==> src/alarm_mgr_pkg.sv <==
// Purpose: shared constants and types for the controller error/alarm manager
// Assumes: 10 MHz system clock, 16-bit register port
// Notes:   register offsets are word indices on the plain register port
package alarm_mgr_pkg;

  // clock and lamp flash timing
  localparam int unsigned CLK_HZ         = 10_000_000;
  localparam int unsigned FLASH_HALF_MS  = 500;
  localparam int unsigned FLASH_HALF_CYC = (CLK_HZ / 1000) * FLASH_HALF_MS;
  localparam int          FLASH_CW       = 23;

  // widths and depths
  localparam int DATA_W    = 16;
  localparam int ALARM_W   = 8;
  localparam int KIND_W    = 2;
  localparam int ENTRY_W   = KIND_W + DATA_W;
  localparam int AQ_DEPTH  = 4;
  localparam int AQ_CW     = 3;
  localparam int MSG_AW    = 3;
  localparam int MSG_DEPTH = 8;
  localparam int MSG_CW    = 4;
  localparam int REG_AW    = 4;

  // stored message kinds
  localparam logic [KIND_W-1:0] KIND_FATAL    = 2'h0;
  localparam logic [KIND_W-1:0] KIND_NONFATAL = 2'h1;
  localparam logic [KIND_W-1:0] KIND_MESSAGE  = 2'h2;

  // register offsets
  localparam logic [REG_AW-1:0] REG_STATUS    = 4'h0;
  localparam logic [REG_AW-1:0] REG_ALARM     = 4'h1;
  localparam logic [REG_AW-1:0] REG_ALARM_CNT = 4'h2;
  localparam logic [REG_AW-1:0] REG_MSG_CNT   = 4'h3;
  localparam logic [REG_AW-1:0] REG_CTRL      = 4'h4;

  // status field positions
  localparam int ST_FATAL        = 0;
  localparam int ST_NONFATAL     = 1;
  localparam int ST_INIT_SPECIAL = 2;
  localparam int ST_INIT_REMOTE  = 3;
  localparam int ST_STARTED      = 4;
  localparam int ST_VIEWING      = 5;

  // control field positions (write-only command bits)
  localparam int CTRL_CLEAR_FLAGS = 0;

  typedef enum logic [1:0] {
    MODE_PROGRAM = 2'b00,
    MODE_MONITOR = 2'b01,
    MODE_RUN     = 2'b10
  } op_mode_t;

  typedef enum logic [1:0] {
    CON_IDLE  = 2'b00,
    CON_FETCH = 2'b01,
    CON_SHOW  = 2'b10
  } con_state_t;

endpackage

==> src/msg_store_mem.sv <==
// Purpose: small storage for queued error messages, registered read data
// Assumes: one write and one read per cycle, write address never equals a live read
// Notes:   contents are data only and are not cleared by reset
`timescale 1ns/1ps
`default_nettype none
module msg_store_mem (
  // clock and reset
  input  wire logic                                clk,
  input  wire logic                                rst_n,
  // write port
  input  wire logic                                wr_en,
  input  wire logic [alarm_mgr_pkg::MSG_AW-1:0]    wr_addr,
  input  wire logic [alarm_mgr_pkg::ENTRY_W-1:0]   wr_data,
  // read port
  input  wire logic [alarm_mgr_pkg::MSG_AW-1:0]    rd_addr,
  output logic      [alarm_mgr_pkg::ENTRY_W-1:0]   rd_data
);
  import alarm_mgr_pkg::*;

  typedef struct packed {
    logic [MSG_DEPTH-1:0][ENTRY_W-1:0] mem;
    logic [ENTRY_W-1:0]                rdata;
  } mem_state_t;

  mem_state_t s_q;
  mem_state_t s_d;

  always_comb begin
    s_d       = s_q;
    s_d.rdata = s_q.mem[rd_addr];
    if (wr_en) begin
      s_d.mem[wr_addr] = wr_data;
    end
  end

  always_ff @(posedge clk) begin
    if (!rst_n) begin
      s_q.rdata <= '0;
      s_q.mem   <= s_d.mem;
    end else begin
      s_q <= s_d;
    end
  end

  assign rd_data = s_q.rdata;

endmodule
`default_nettype wire

==> src/error_alarm_manager.sv <==
// Purpose: error classification, alarm/error lamp, halt control, alarm queue and console message store
// Assumes: all inputs synchronous to clk; event inputs are one-cycle pulses
// Notes:   console read/advance are pulses; register reads answer one cycle later
`timescale 1ns/1ps
`default_nettype none
module error_alarm_manager #(
  parameter int unsigned FLASH_HALF_CYC = alarm_mgr_pkg::FLASH_HALF_CYC
) (
  // clock and reset
  input  wire logic                                 clk,
  input  wire logic                                 rst_n,
  // register port
  input  wire logic [alarm_mgr_pkg::REG_AW-1:0]     reg_addr,
  input  wire logic [alarm_mgr_pkg::DATA_W-1:0]     reg_wdata,
  input  wire logic                                 reg_wr,
  input  wire logic                                 reg_rd,
  output logic      [alarm_mgr_pkg::DATA_W-1:0]     reg_rdata,
  // operating mode
  input  wire alarm_mgr_pkg::op_mode_t              op_mode,
  // user program instructions
  input  wire logic                                 nonfatal_alarm_instr,
  input  wire logic                                 fatal_stop_instr,
  input  wire logic [alarm_mgr_pkg::ALARM_W-1:0]    instr_alarm_no,
  input  wire logic                                 message_display_instr,
  input  wire logic [alarm_mgr_pkg::DATA_W-1:0]     message_word,
  // detected system errors
  input  wire logic                                 hw_fatal_err,
  input  wire logic                                 sw_fatal_err,
  input  wire logic                                 nonfatal_err,
  input  wire logic [alarm_mgr_pkg::ALARM_W-1:0]    err_alarm_no,
  // unit start-up status
  input  wire logic                                 special_units_ready,
  input  wire logic                                 remote_powered,
  input  wire logic                                 remote_terminator_ok,
  // programming console
  input  wire logic                                 console_read_req,
  input  wire logic                                 advance_key,
  output logic                                      con_valid,
  output logic      [alarm_mgr_pkg::KIND_W-1:0]     con_kind,
  output logic      [alarm_mgr_pkg::DATA_W-1:0]     con_data,
  output logic                                      con_all_clear,
  output logic                                      con_clear_refused,
  output logic                                      msg_out_valid,
  output logic      [alarm_mgr_pkg::DATA_W-1:0]     msg_out_data,
  // lamps and plant control
  output logic                                      alarm_error_lamp,
  output logic                                      power_lamp,
  output logic                                      run_lamp,
  output logic                                      run_output,
  output logic                                      exec_halt,
  output logic                                      outputs_off,
  output logic                                      init_wait_special,
  output logic                                      init_wait_remote,
  output logic      [alarm_mgr_pkg::ALARM_W-1:0]    system_flag_area
);
  import alarm_mgr_pkg::*;

  typedef struct packed {
    con_state_t                       con;
    logic [MSG_AW-1:0]                wr_ptr;
    logic [MSG_AW-1:0]                rd_ptr;
    logic [MSG_AW-1:0]                view;
    logic [MSG_CW-1:0]                msg_cnt;
    logic [MSG_CW-1:0]                view_off;
    logic [AQ_DEPTH-1:0][ALARM_W-1:0] aq;
    logic [AQ_CW-1:0]                 aq_cnt;
    logic                             fatal;
    logic                             nonfatal;
    logic                             started;
    logic                             flash_phase;
    logic [FLASH_CW-1:0]              flash_cnt;
    logic                             lamp;
    logic                             power;
    logic                             run_lamp;
    logic                             run_out;
    logic                             halt;
    logic                             outs_off;
    logic                             init_special;
    logic                             init_remote;
    logic [ALARM_W-1:0]               alarm_field;
    logic                             con_valid;
    logic [KIND_W-1:0]                con_kind;
    logic [DATA_W-1:0]                con_data;
    logic                             con_all_clear;
    logic                             con_refused;
    logic                             msg_valid;
    logic [DATA_W-1:0]                msg_data;
    logic [DATA_W-1:0]                rdata;
  } state_t;

  localparam logic [FLASH_CW-1:0] FLASH_LAST = FLASH_CW'(FLASH_HALF_CYC - 1);

  state_t                           s_q;
  state_t                           s_d;
  logic [ENTRY_W-1:0]               mem_rdata;
  logic                             push;
  logic                             push_ok;
  logic [ENTRY_W-1:0]               push_entry;
  logic                             pop;
  logic                             clear_all;
  logic                             init_wait;
  logic                             aq_push;
  logic                             aq_pop;
  logic [ALARM_W-1:0]               aq_num;
  logic [AQ_DEPTH-1:0][ALARM_W-1:0] aq_tmp;
  logic [AQ_CW-1:0]                 aq_cnt_tmp;
  logic                             fatal_evt;

  function automatic logic [MSG_AW-1:0] ptr_add(input logic [MSG_AW-1:0] base,
                                                input logic [MSG_CW-1:0] off);
    ptr_add = MSG_AW'(base + off[MSG_AW-1:0]);
  endfunction

  always_comb begin
    s_d               = s_q;
    s_d.con_valid     = 1'b0;
    s_d.con_all_clear = 1'b0;
    s_d.con_refused   = 1'b0;
    s_d.msg_valid     = 1'b0;
    s_d.rdata         = '0;
    pop               = 1'b0;
    clear_all         = 1'b0;
    aq_tmp            = s_q.aq;
    aq_cnt_tmp        = s_q.aq_cnt;

    s_d.init_special = !special_units_ready;
    s_d.init_remote  = !remote_powered || !remote_terminator_ok;
    init_wait        = s_d.init_special || s_d.init_remote;

    fatal_evt = hw_fatal_err || sw_fatal_err || fatal_stop_instr;

    // classify and pick entry to store
    push       = 1'b1;
    push_entry = '0;
    if (fatal_stop_instr) begin
      push_entry = {KIND_FATAL, 8'h00, instr_alarm_no};
    end else if (hw_fatal_err || sw_fatal_err) begin
      push_entry = {KIND_FATAL, 8'h00, err_alarm_no};
    end else if (nonfatal_alarm_instr && instr_alarm_no != 8'h00) begin
      push_entry = {KIND_NONFATAL, 8'h00, instr_alarm_no};
    end else if (nonfatal_err) begin
      push_entry = {KIND_NONFATAL, 8'h00, err_alarm_no};
    end else if (message_display_instr) begin
      push_entry = {KIND_MESSAGE, message_word};
    end else begin
      push = 1'b0;
    end

    // message straight to the programming device
    if (message_display_instr) begin
      s_d.msg_valid = 1'b1;
      s_d.msg_data  = message_word;
    end

    // console viewer
    case (s_q.con)
      CON_IDLE: begin
        if (console_read_req || advance_key) begin
          if (s_q.msg_cnt == '0) begin
            s_d.con_all_clear = 1'b1;
          end else begin
            s_d.view_off = '0;
            s_d.view     = s_q.rd_ptr;
            s_d.con      = CON_FETCH;
          end
        end
      end
      CON_FETCH: begin
        s_d.con_valid = 1'b1;
        s_d.con_kind  = mem_rdata[ENTRY_W-1 -: KIND_W];
        s_d.con_data  = mem_rdata[DATA_W-1:0];
        s_d.con       = CON_SHOW;
      end
      CON_SHOW: begin
        if (console_read_req) begin
          s_d.view_off = '0;
          s_d.view     = s_q.rd_ptr;
          s_d.con      = CON_FETCH;
        end else if (advance_key) begin
          if (op_mode == MODE_PROGRAM) begin
            pop          = 1'b1;
            s_d.rd_ptr   = ptr_add(s_q.view, MSG_CW'(1));
            s_d.view_off = '0;
            s_d.view     = s_d.rd_ptr;
            if (s_q.msg_cnt - MSG_CW'(s_q.view_off) == MSG_CW'(1) && s_q.view_off == '0
                && s_q.msg_cnt == MSG_CW'(1)) begin
              s_d.con_all_clear = 1'b1;
              clear_all         = 1'b1;
              s_d.con           = CON_IDLE;
            end else begin
              s_d.con = CON_FETCH;
            end
          end else begin
            s_d.con_refused = 1'b1;
            if (s_q.view_off + MSG_CW'(1) >= s_q.msg_cnt) begin
              s_d.view_off = '0;
            end else begin
              s_d.view_off = s_q.view_off + MSG_CW'(1);
            end
            s_d.view = ptr_add(s_q.rd_ptr, s_d.view_off);
            s_d.con  = CON_FETCH;
          end
        end
      end
      default: begin
        s_d.con = CON_IDLE;
      end
    endcase

    // only the oldest entry may be cleared; a stepped view clears from the head
    if (pop) begin
      s_d.rd_ptr = ptr_add(s_q.rd_ptr, MSG_CW'(1));
      s_d.view   = s_d.rd_ptr;
      if (s_q.msg_cnt == MSG_CW'(1)) begin
        s_d.con_all_clear = 1'b1;
        clear_all         = 1'b1;
        s_d.con           = CON_IDLE;
      end
    end

    // full store drops the newest entry, never an old one
    push_ok = push && (s_q.msg_cnt != MSG_CW'(MSG_DEPTH) || pop);
    if (push_ok) begin
      s_d.wr_ptr = ptr_add(s_q.wr_ptr, MSG_CW'(1));
    end
    s_d.msg_cnt = s_q.msg_cnt + MSG_CW'(push_ok) - MSG_CW'(pop);

    // alarm number queue, oldest at the head
    aq_pop  = nonfatal_alarm_instr && instr_alarm_no == 8'h00 && s_q.aq_cnt != '0;
    aq_push = 1'b1;
    aq_num  = err_alarm_no;
    if (fatal_stop_instr || (nonfatal_alarm_instr && instr_alarm_no != 8'h00)) begin
      aq_num = instr_alarm_no;
    end else if (!((hw_fatal_err || sw_fatal_err || nonfatal_err) && err_alarm_no != 8'h00)) begin
      aq_push = 1'b0;
    end
    // zero number removes the current alarm
    if (aq_pop) begin
      for (int i = 0; i < AQ_DEPTH - 1; i++) begin
        aq_tmp[i] = aq_tmp[i+1];
      end
      aq_tmp[AQ_DEPTH-1] = '0;
      aq_cnt_tmp         = aq_cnt_tmp - AQ_CW'(1);
    end
    // nonzero numbers join the alarm queue while it holds fewer than 4
    if (aq_push && aq_cnt_tmp < AQ_CW'(AQ_DEPTH)) begin
      aq_tmp[aq_cnt_tmp[AQ_CW-2:0]] = aq_num;
      aq_cnt_tmp                    = aq_cnt_tmp + AQ_CW'(1);
    end
    s_d.aq          = aq_tmp;
    s_d.aq_cnt      = aq_cnt_tmp;
    s_d.alarm_field = (aq_cnt_tmp != '0) ? aq_tmp[0] : '0;

    // register writes; clearing only honoured in program mode
    if (reg_wr && reg_addr == REG_CTRL && reg_wdata[CTRL_CLEAR_FLAGS]) begin
      if (op_mode == MODE_PROGRAM) begin
        clear_all = 1'b1;
      end else begin
        s_d.con_refused = 1'b1;
      end
    end

    // granted clear drops both flags
    if (clear_all) begin
      s_d.fatal    = 1'b0;
      s_d.nonfatal = 1'b0;
    end
    // set wins over clear
    if (fatal_evt) begin
      s_d.fatal = 1'b1;
    end
    if (nonfatal_err || (nonfatal_alarm_instr && instr_alarm_no != 8'h00)) begin
      s_d.nonfatal = 1'b1;
    end

    if (!s_q.started) begin
      s_d.started = !init_wait && op_mode != MODE_PROGRAM && !s_d.fatal;
    end else if (op_mode == MODE_PROGRAM) begin
      s_d.started = 1'b0;
    end

    s_d.halt     = s_d.fatal;
    s_d.outs_off = s_d.fatal;
    s_d.power    = 1'b1;
    s_d.run_lamp = s_d.started && !s_d.fatal;
    s_d.run_out  = s_d.started && !s_d.fatal;

    // flash timebase
    if (s_q.flash_cnt >= FLASH_LAST) begin
      s_d.flash_cnt   = '0;
      s_d.flash_phase = !s_q.flash_phase;
    end else begin
      s_d.flash_cnt = s_q.flash_cnt + FLASH_CW'(1);
    end
    if (s_d.fatal) begin
      s_d.lamp = 1'b1;
    end else if (s_d.nonfatal) begin
      s_d.lamp = s_d.flash_phase;
    end else begin
      s_d.lamp = 1'b0;
    end

    // register reads, unmapped reads as zero
    if (reg_rd) begin
      case (reg_addr)
        REG_STATUS: begin
          s_d.rdata[ST_FATAL]        = s_q.fatal;
          s_d.rdata[ST_NONFATAL]     = s_q.nonfatal;
          s_d.rdata[ST_INIT_SPECIAL] = s_q.init_special;
          s_d.rdata[ST_INIT_REMOTE]  = s_q.init_remote;
          s_d.rdata[ST_STARTED]      = s_q.started;
          s_d.rdata[ST_VIEWING]      = s_q.con != CON_IDLE;
        end
        REG_ALARM:     s_d.rdata = {8'h00, s_q.alarm_field};
        REG_ALARM_CNT: s_d.rdata = DATA_W'(s_q.aq_cnt);
        REG_MSG_CNT:   s_d.rdata = DATA_W'(s_q.msg_cnt);
        default:       s_d.rdata = '0;
      endcase
    end
  end

  always_ff @(posedge clk) begin
    if (!rst_n) begin
      s_q <= '0;
    end else begin
      s_q <= s_d;
    end
  end

  msg_store_mem u_store (
    .clk     (clk),
    .rst_n   (rst_n),
    .wr_en   (push_ok),
    .wr_addr (s_q.wr_ptr),
    .wr_data (push_entry),
    .rd_addr (s_d.view),
    .rd_data (mem_rdata)
  );

  assign reg_rdata         = s_q.rdata;
  assign con_valid         = s_q.con_valid;
  assign con_kind          = s_q.con_kind;
  assign con_data          = s_q.con_data;
  assign con_all_clear     = s_q.con_all_clear;
  assign con_clear_refused = s_q.con_refused;
  assign msg_out_valid     = s_q.msg_valid;
  assign msg_out_data      = s_q.msg_data;
  assign alarm_error_lamp  = s_q.lamp;
  assign power_lamp        = s_q.power;
  assign run_lamp          = s_q.run_lamp;
  assign run_output        = s_q.run_out;
  assign exec_halt         = s_q.halt;
  assign outputs_off       = s_q.outs_off;
  assign init_wait_special = s_q.init_special;
  assign init_wait_remote  = s_q.init_remote;
  assign system_flag_area  = s_q.alarm_field;

endmodule
`default_nettype wire

==> config.mk <==
export PLATFORM = sky130hd
export DESIGN_NAME = error_alarm_manager
export DESIGN_NICKNAME = d
export VERILOG_FILES = /design/src/alarm_mgr_pkg.sv /design/src/msg_store_mem.sv /design/src/error_alarm_manager.sv
export SDC_FILE = /design/constraint.sdc
export NUM_CORES = 1
export LEC_CHECK = 0
export ABC_AREA = 1
export BUFFER_PORTS_ARGS = -buffer_cell sky130_fd_sc_hd__buf_2
export CORE_ASPECT_RATIO = 1.4
export CORE_UTILIZATION = 41
export DETAILED_ROUTE_END_ITERATION = 12
export GPL_TIMING_DRIVEN = 0
export PLACE_DENSITY = 0.67
export REMOVE_ABC_BUFFERS = 1
export SLEW_MARGIN = 15
export SYNTH_ARGS = -nofsm -noshare
export SYNTH_HDL_FRONTEND = slang
export SYNTH_SLANG_ARGS = --single-unit
==> constraint.sdc <==
create_clock -name clk -period 7.8 [get_ports clk]
set_input_delay 0.39 -clock clk [delete_from_list [all_inputs] [get_ports clk]]
set_output_delay 0.39 -clock clk [all_outputs]
set_load 0.03 [all_outputs]
==> results.yml <==
final_layout:
  fin_cells: 2072
  final_area_um2: 15680
  syn2layout_area_growth_pct: 12.29
  layout.nets: 1698
  drive_gt1_frac: 0.1575
setup_path:
  worstPathArrival_ns: 5.16
  critical_path_required_ns: 8.28
  critPathTopFamily: "simple AND/OR/NAND/NOR gates"
  startpoint_type: "flop"
  path_cells: "nand3_1 -> xor2_1 -> inv_1 -> ha_1 -> a21oi_1 -> nand2_1 -> nor2_1 -> ha_1 -> fa_1 -> nand2_1 -> nand3_1 -> nand2_1 -> nand2_1 -> nand2_2 -> inv_2 -> nand3_1 -> nand2_1 -> nand2_1 -> nand2_1 -> nor2_1"
  slowest_delay_ns: 0.69
  slowest_stage: "nand2_2"
  worstSetupPathType: "reg -> reg"
  end_kind: "flop"
  crit_path_max_fanout: 38
  cp_num_buf_inv: 2
  cp_common_cell: "nand2_1"
global_route:
  gr-max-usage-layer: "met2"
  grt_pass1_wl_um: 52120
  grt_pass1_vias: 10400
  grt_max_degree: 73
  groute.layer.met2.usage: 0.3546
  gr-total-overflow: 0
  track_usage: 0.1903
  grt_util_met3: 0.02409
  antenna_found_initial: 2
  gr-usage-met1: 0.2237
synthesis:
  synth_seq_cells: 302
  synthTopCellsByCount: "nand2_1, nor2_1, dfxtp_1"
  async_reset_ff_frac: 0
  yosysUniqueCellTypes: 49
  synth_most_common_cell: "nand2_1"
  synth_edf_count: 144
  yosysSeqAreaShare: 0.5361
  syn_inst: 1559
  ys_warn_count: 0
  syn_area_per_cell_um2: 8.959
  netlist_area_um2: 13970
  synth_area_leaders: "edfxtp_1, dfxtp_1, nand2_1, nand3_1, nor2_1"
  netlist.area_leader.share: 0.3096
  synth_flop_cell: "dfxtp_1"
  post-synth-top-area-cell: "edfxtp_1"
die:
  rows: 79
  start_util: 0.4181
  ioPinCount: 139
  dieHeight_um: 220.4
  die_width_um: 158.0
  dieArea_um2: 34820
  core_um2: 33410
power_and_ir_drop:
  p_leak_nw: 6.629
  power.internal_mw: 3.559
  combPwrFrac: 0.353
  pwr-share-clk: 0.280
  vdd_ir_drop_max_mv: 0.2374
  sequentialPowerShare: 0.367
  powerDensity_nw_per_um2: 363.6
  power.switching_mw: 2.144
  swShare: 0.3759
sta:
  setup_viol: 0
  final.setup.tns_ns: 0
  fmax_mhz: 213.7
  tightest_slew_ns: 0.9618
  rsz0062_at_grt: "false"
  min_period_ns: 4.679
  hold_viol_final: 0
  finalCritPeriodShare: 0.5998
  slew_violations: 0
  maxSlewHeadroom: 0.3565
  fin_skew_ns: 0.02553
  whs_ns: 0.06562
detailed_routing:
  vias: 10500
  vias_per_cell: 5.069
  drcViolationCount: 0
  dr.pass1.iters: 5
  totalWireLength_um: 32470
  dr.first_iter.drc_count: 624
  ant_nets: 0
  wl_per_cell_um: 15.67
placement:
  hpwl_um: 20840
  gp_congestion: 0.8587
  placed_area_um2: 14530
  numPlacedInstances: 2009
  io_buffer_count: 115
status:
  status: "completed"
cts:
  clk_latency_ns: 0.59
  cts-buffers-inserted: 31
  cts_tree: "done"
  path_clk_slew_ns: 0.06
  cts_resized: 0
  cts_root_buffer: "clkbuf_16"
  clock_path_buffers: 3
  htreeDepth: 1
  cts.sinks: 302
flow_run:
  cap_violations: 0
hold_path:
  hp-class: "in -> reg"
==> worst register-to-register path: stages, from the launching register on <==
cell	delay, ns
dfxtp_1	0.48
nand3_1	0.14
xor2_1	0.15
inv_1	0.08
ha_1	0.29
a21oi_1	0.34
nand2_1	0.13
nor2_1	0.17
ha_1	0.19
fa_1	0.41
nand2_1	0.08
nand3_1	0.06
nand2_1	0.07
nand2_1	0.05
nand2_2	0.69
inv_2	0.63
nand3_1	0.24
nand2_1	0.07
nand2_1	0.07
nand2_1	0.07
nor2_1	0.18
==> timing repair <==
item | 4_1_cts | 5_1_grt
buffers inserted | 0 | 0
hold buffers | 3 | 0
endpoints found under the hold margin | 2 | 0
==> stage by stage <==
step	total power, mW	setup WS (ns)	util
2_1_floorplan	3.510	3.804	-
5_1_grt	6.105	2.733	0.4694
4_1_cts	5.758	3.091	0.4693
6_report	5.703	3.121	0.4694
3_3_place_gp	4.065	2.035	0.4282
3_5_place_dp	4.145	3.157	0.4348
==> routing by layer <==
metal	routed length, um	vias to the layer above
li1	-	5193
met1	13320	4945
met2	16790	310
met3	1651	53
met4	698	2
met5	13	-
==> power groups by stage <==
stage          Clock, mW  Combinational (mW)  Sequential [mW]
2_1_floorplan          0                1.31             2.20
3_3_place_gp           0                1.95             2.12
3_5_place_dp           0                2.02             2.12
4_1_cts             1.63                2.03             2.09
5_1_grt             1.69                2.30             2.12
6_report            1.60                2.01             2.09
==> sequential cells by signal (all words and copies together), names as in the netlist, 2 cells and up <==
signal / count
u_store.rd_data: 18
msg_out_data: 16
reg_rdata: 8
con_data: 16
system_flag_area: 8
u_store.s_q: 144
con_kind: 2
s_q: 80
==> final cells by class <==
| cell class | count | area (um^2) |
|---|---|---|
| fillers | 3227 | 17730 |
| flip-flops and latches | 302 | 7487 |
| multi-input cells | 988 | 5182 |
| clock buffers | 40 | 865.8 |
| repair buffers | 126 | 763.2 |
| inverters | 151 | 566.8 |
| well taps | 445 | 556.8 |
| clock inverters | 18 | 256.5 |
| diodes | 2 | 5.005 |
==> cells in the final DEF, fill, tap and decap left out, types with 14 or more instances in the layout <==
cell type,n
o21ai_1,21
nand3b_1,37
mux2_2,16
o21ai_0,56
edfxtp_1,144
nand4_1,17
a21oi_1,66
inv_2,14
nor2_2,14
clkbuf_16,32
buf_2,114
ha_1,26
nand2_1,309
nand3_1,155
nor2_1,156
inv_1,136
xor2_1,14
dfxtp_1,158
==> final timing paths <==
kind | endpoint | depth (start not counted) | startpoint | slack (ns)
hold / removal | msg_out_data[15]$_SDFFE_PN0P_ | 3 | message_word[15] | 0.07
hold reg to reg | reg_rdata[7]$_SDFF_PN0_ | 2 | system_flag_area[7]$_SDFF_PN0_ | 0.42
setup / recovery | u_store.rd_data[4]$_SDFF_PN0_ | 20 | s_q[132]$_SDFFE_PN0P_ | 3.12
setup reg to reg | u_store.rd_data[4]$_SDFF_PN0_ | 20 | s_q[132]$_SDFFE_PN0P_ | 3.12
==> logic make-up after synthesis <==
family	Yosys count	share of synthesized area
AOI/OAI and AO/OA	176	0.06969
xor gates and xnor gates	20	0.01308
adders and majority gates	29	0.02759
buffers and inverters	276	0.09926
DFF	302	0.5361
muxes	16	0.01290
other	1	0.0002685
and+or+nand+nor	739	0.2412
Power figures use the tool's default switching activity.
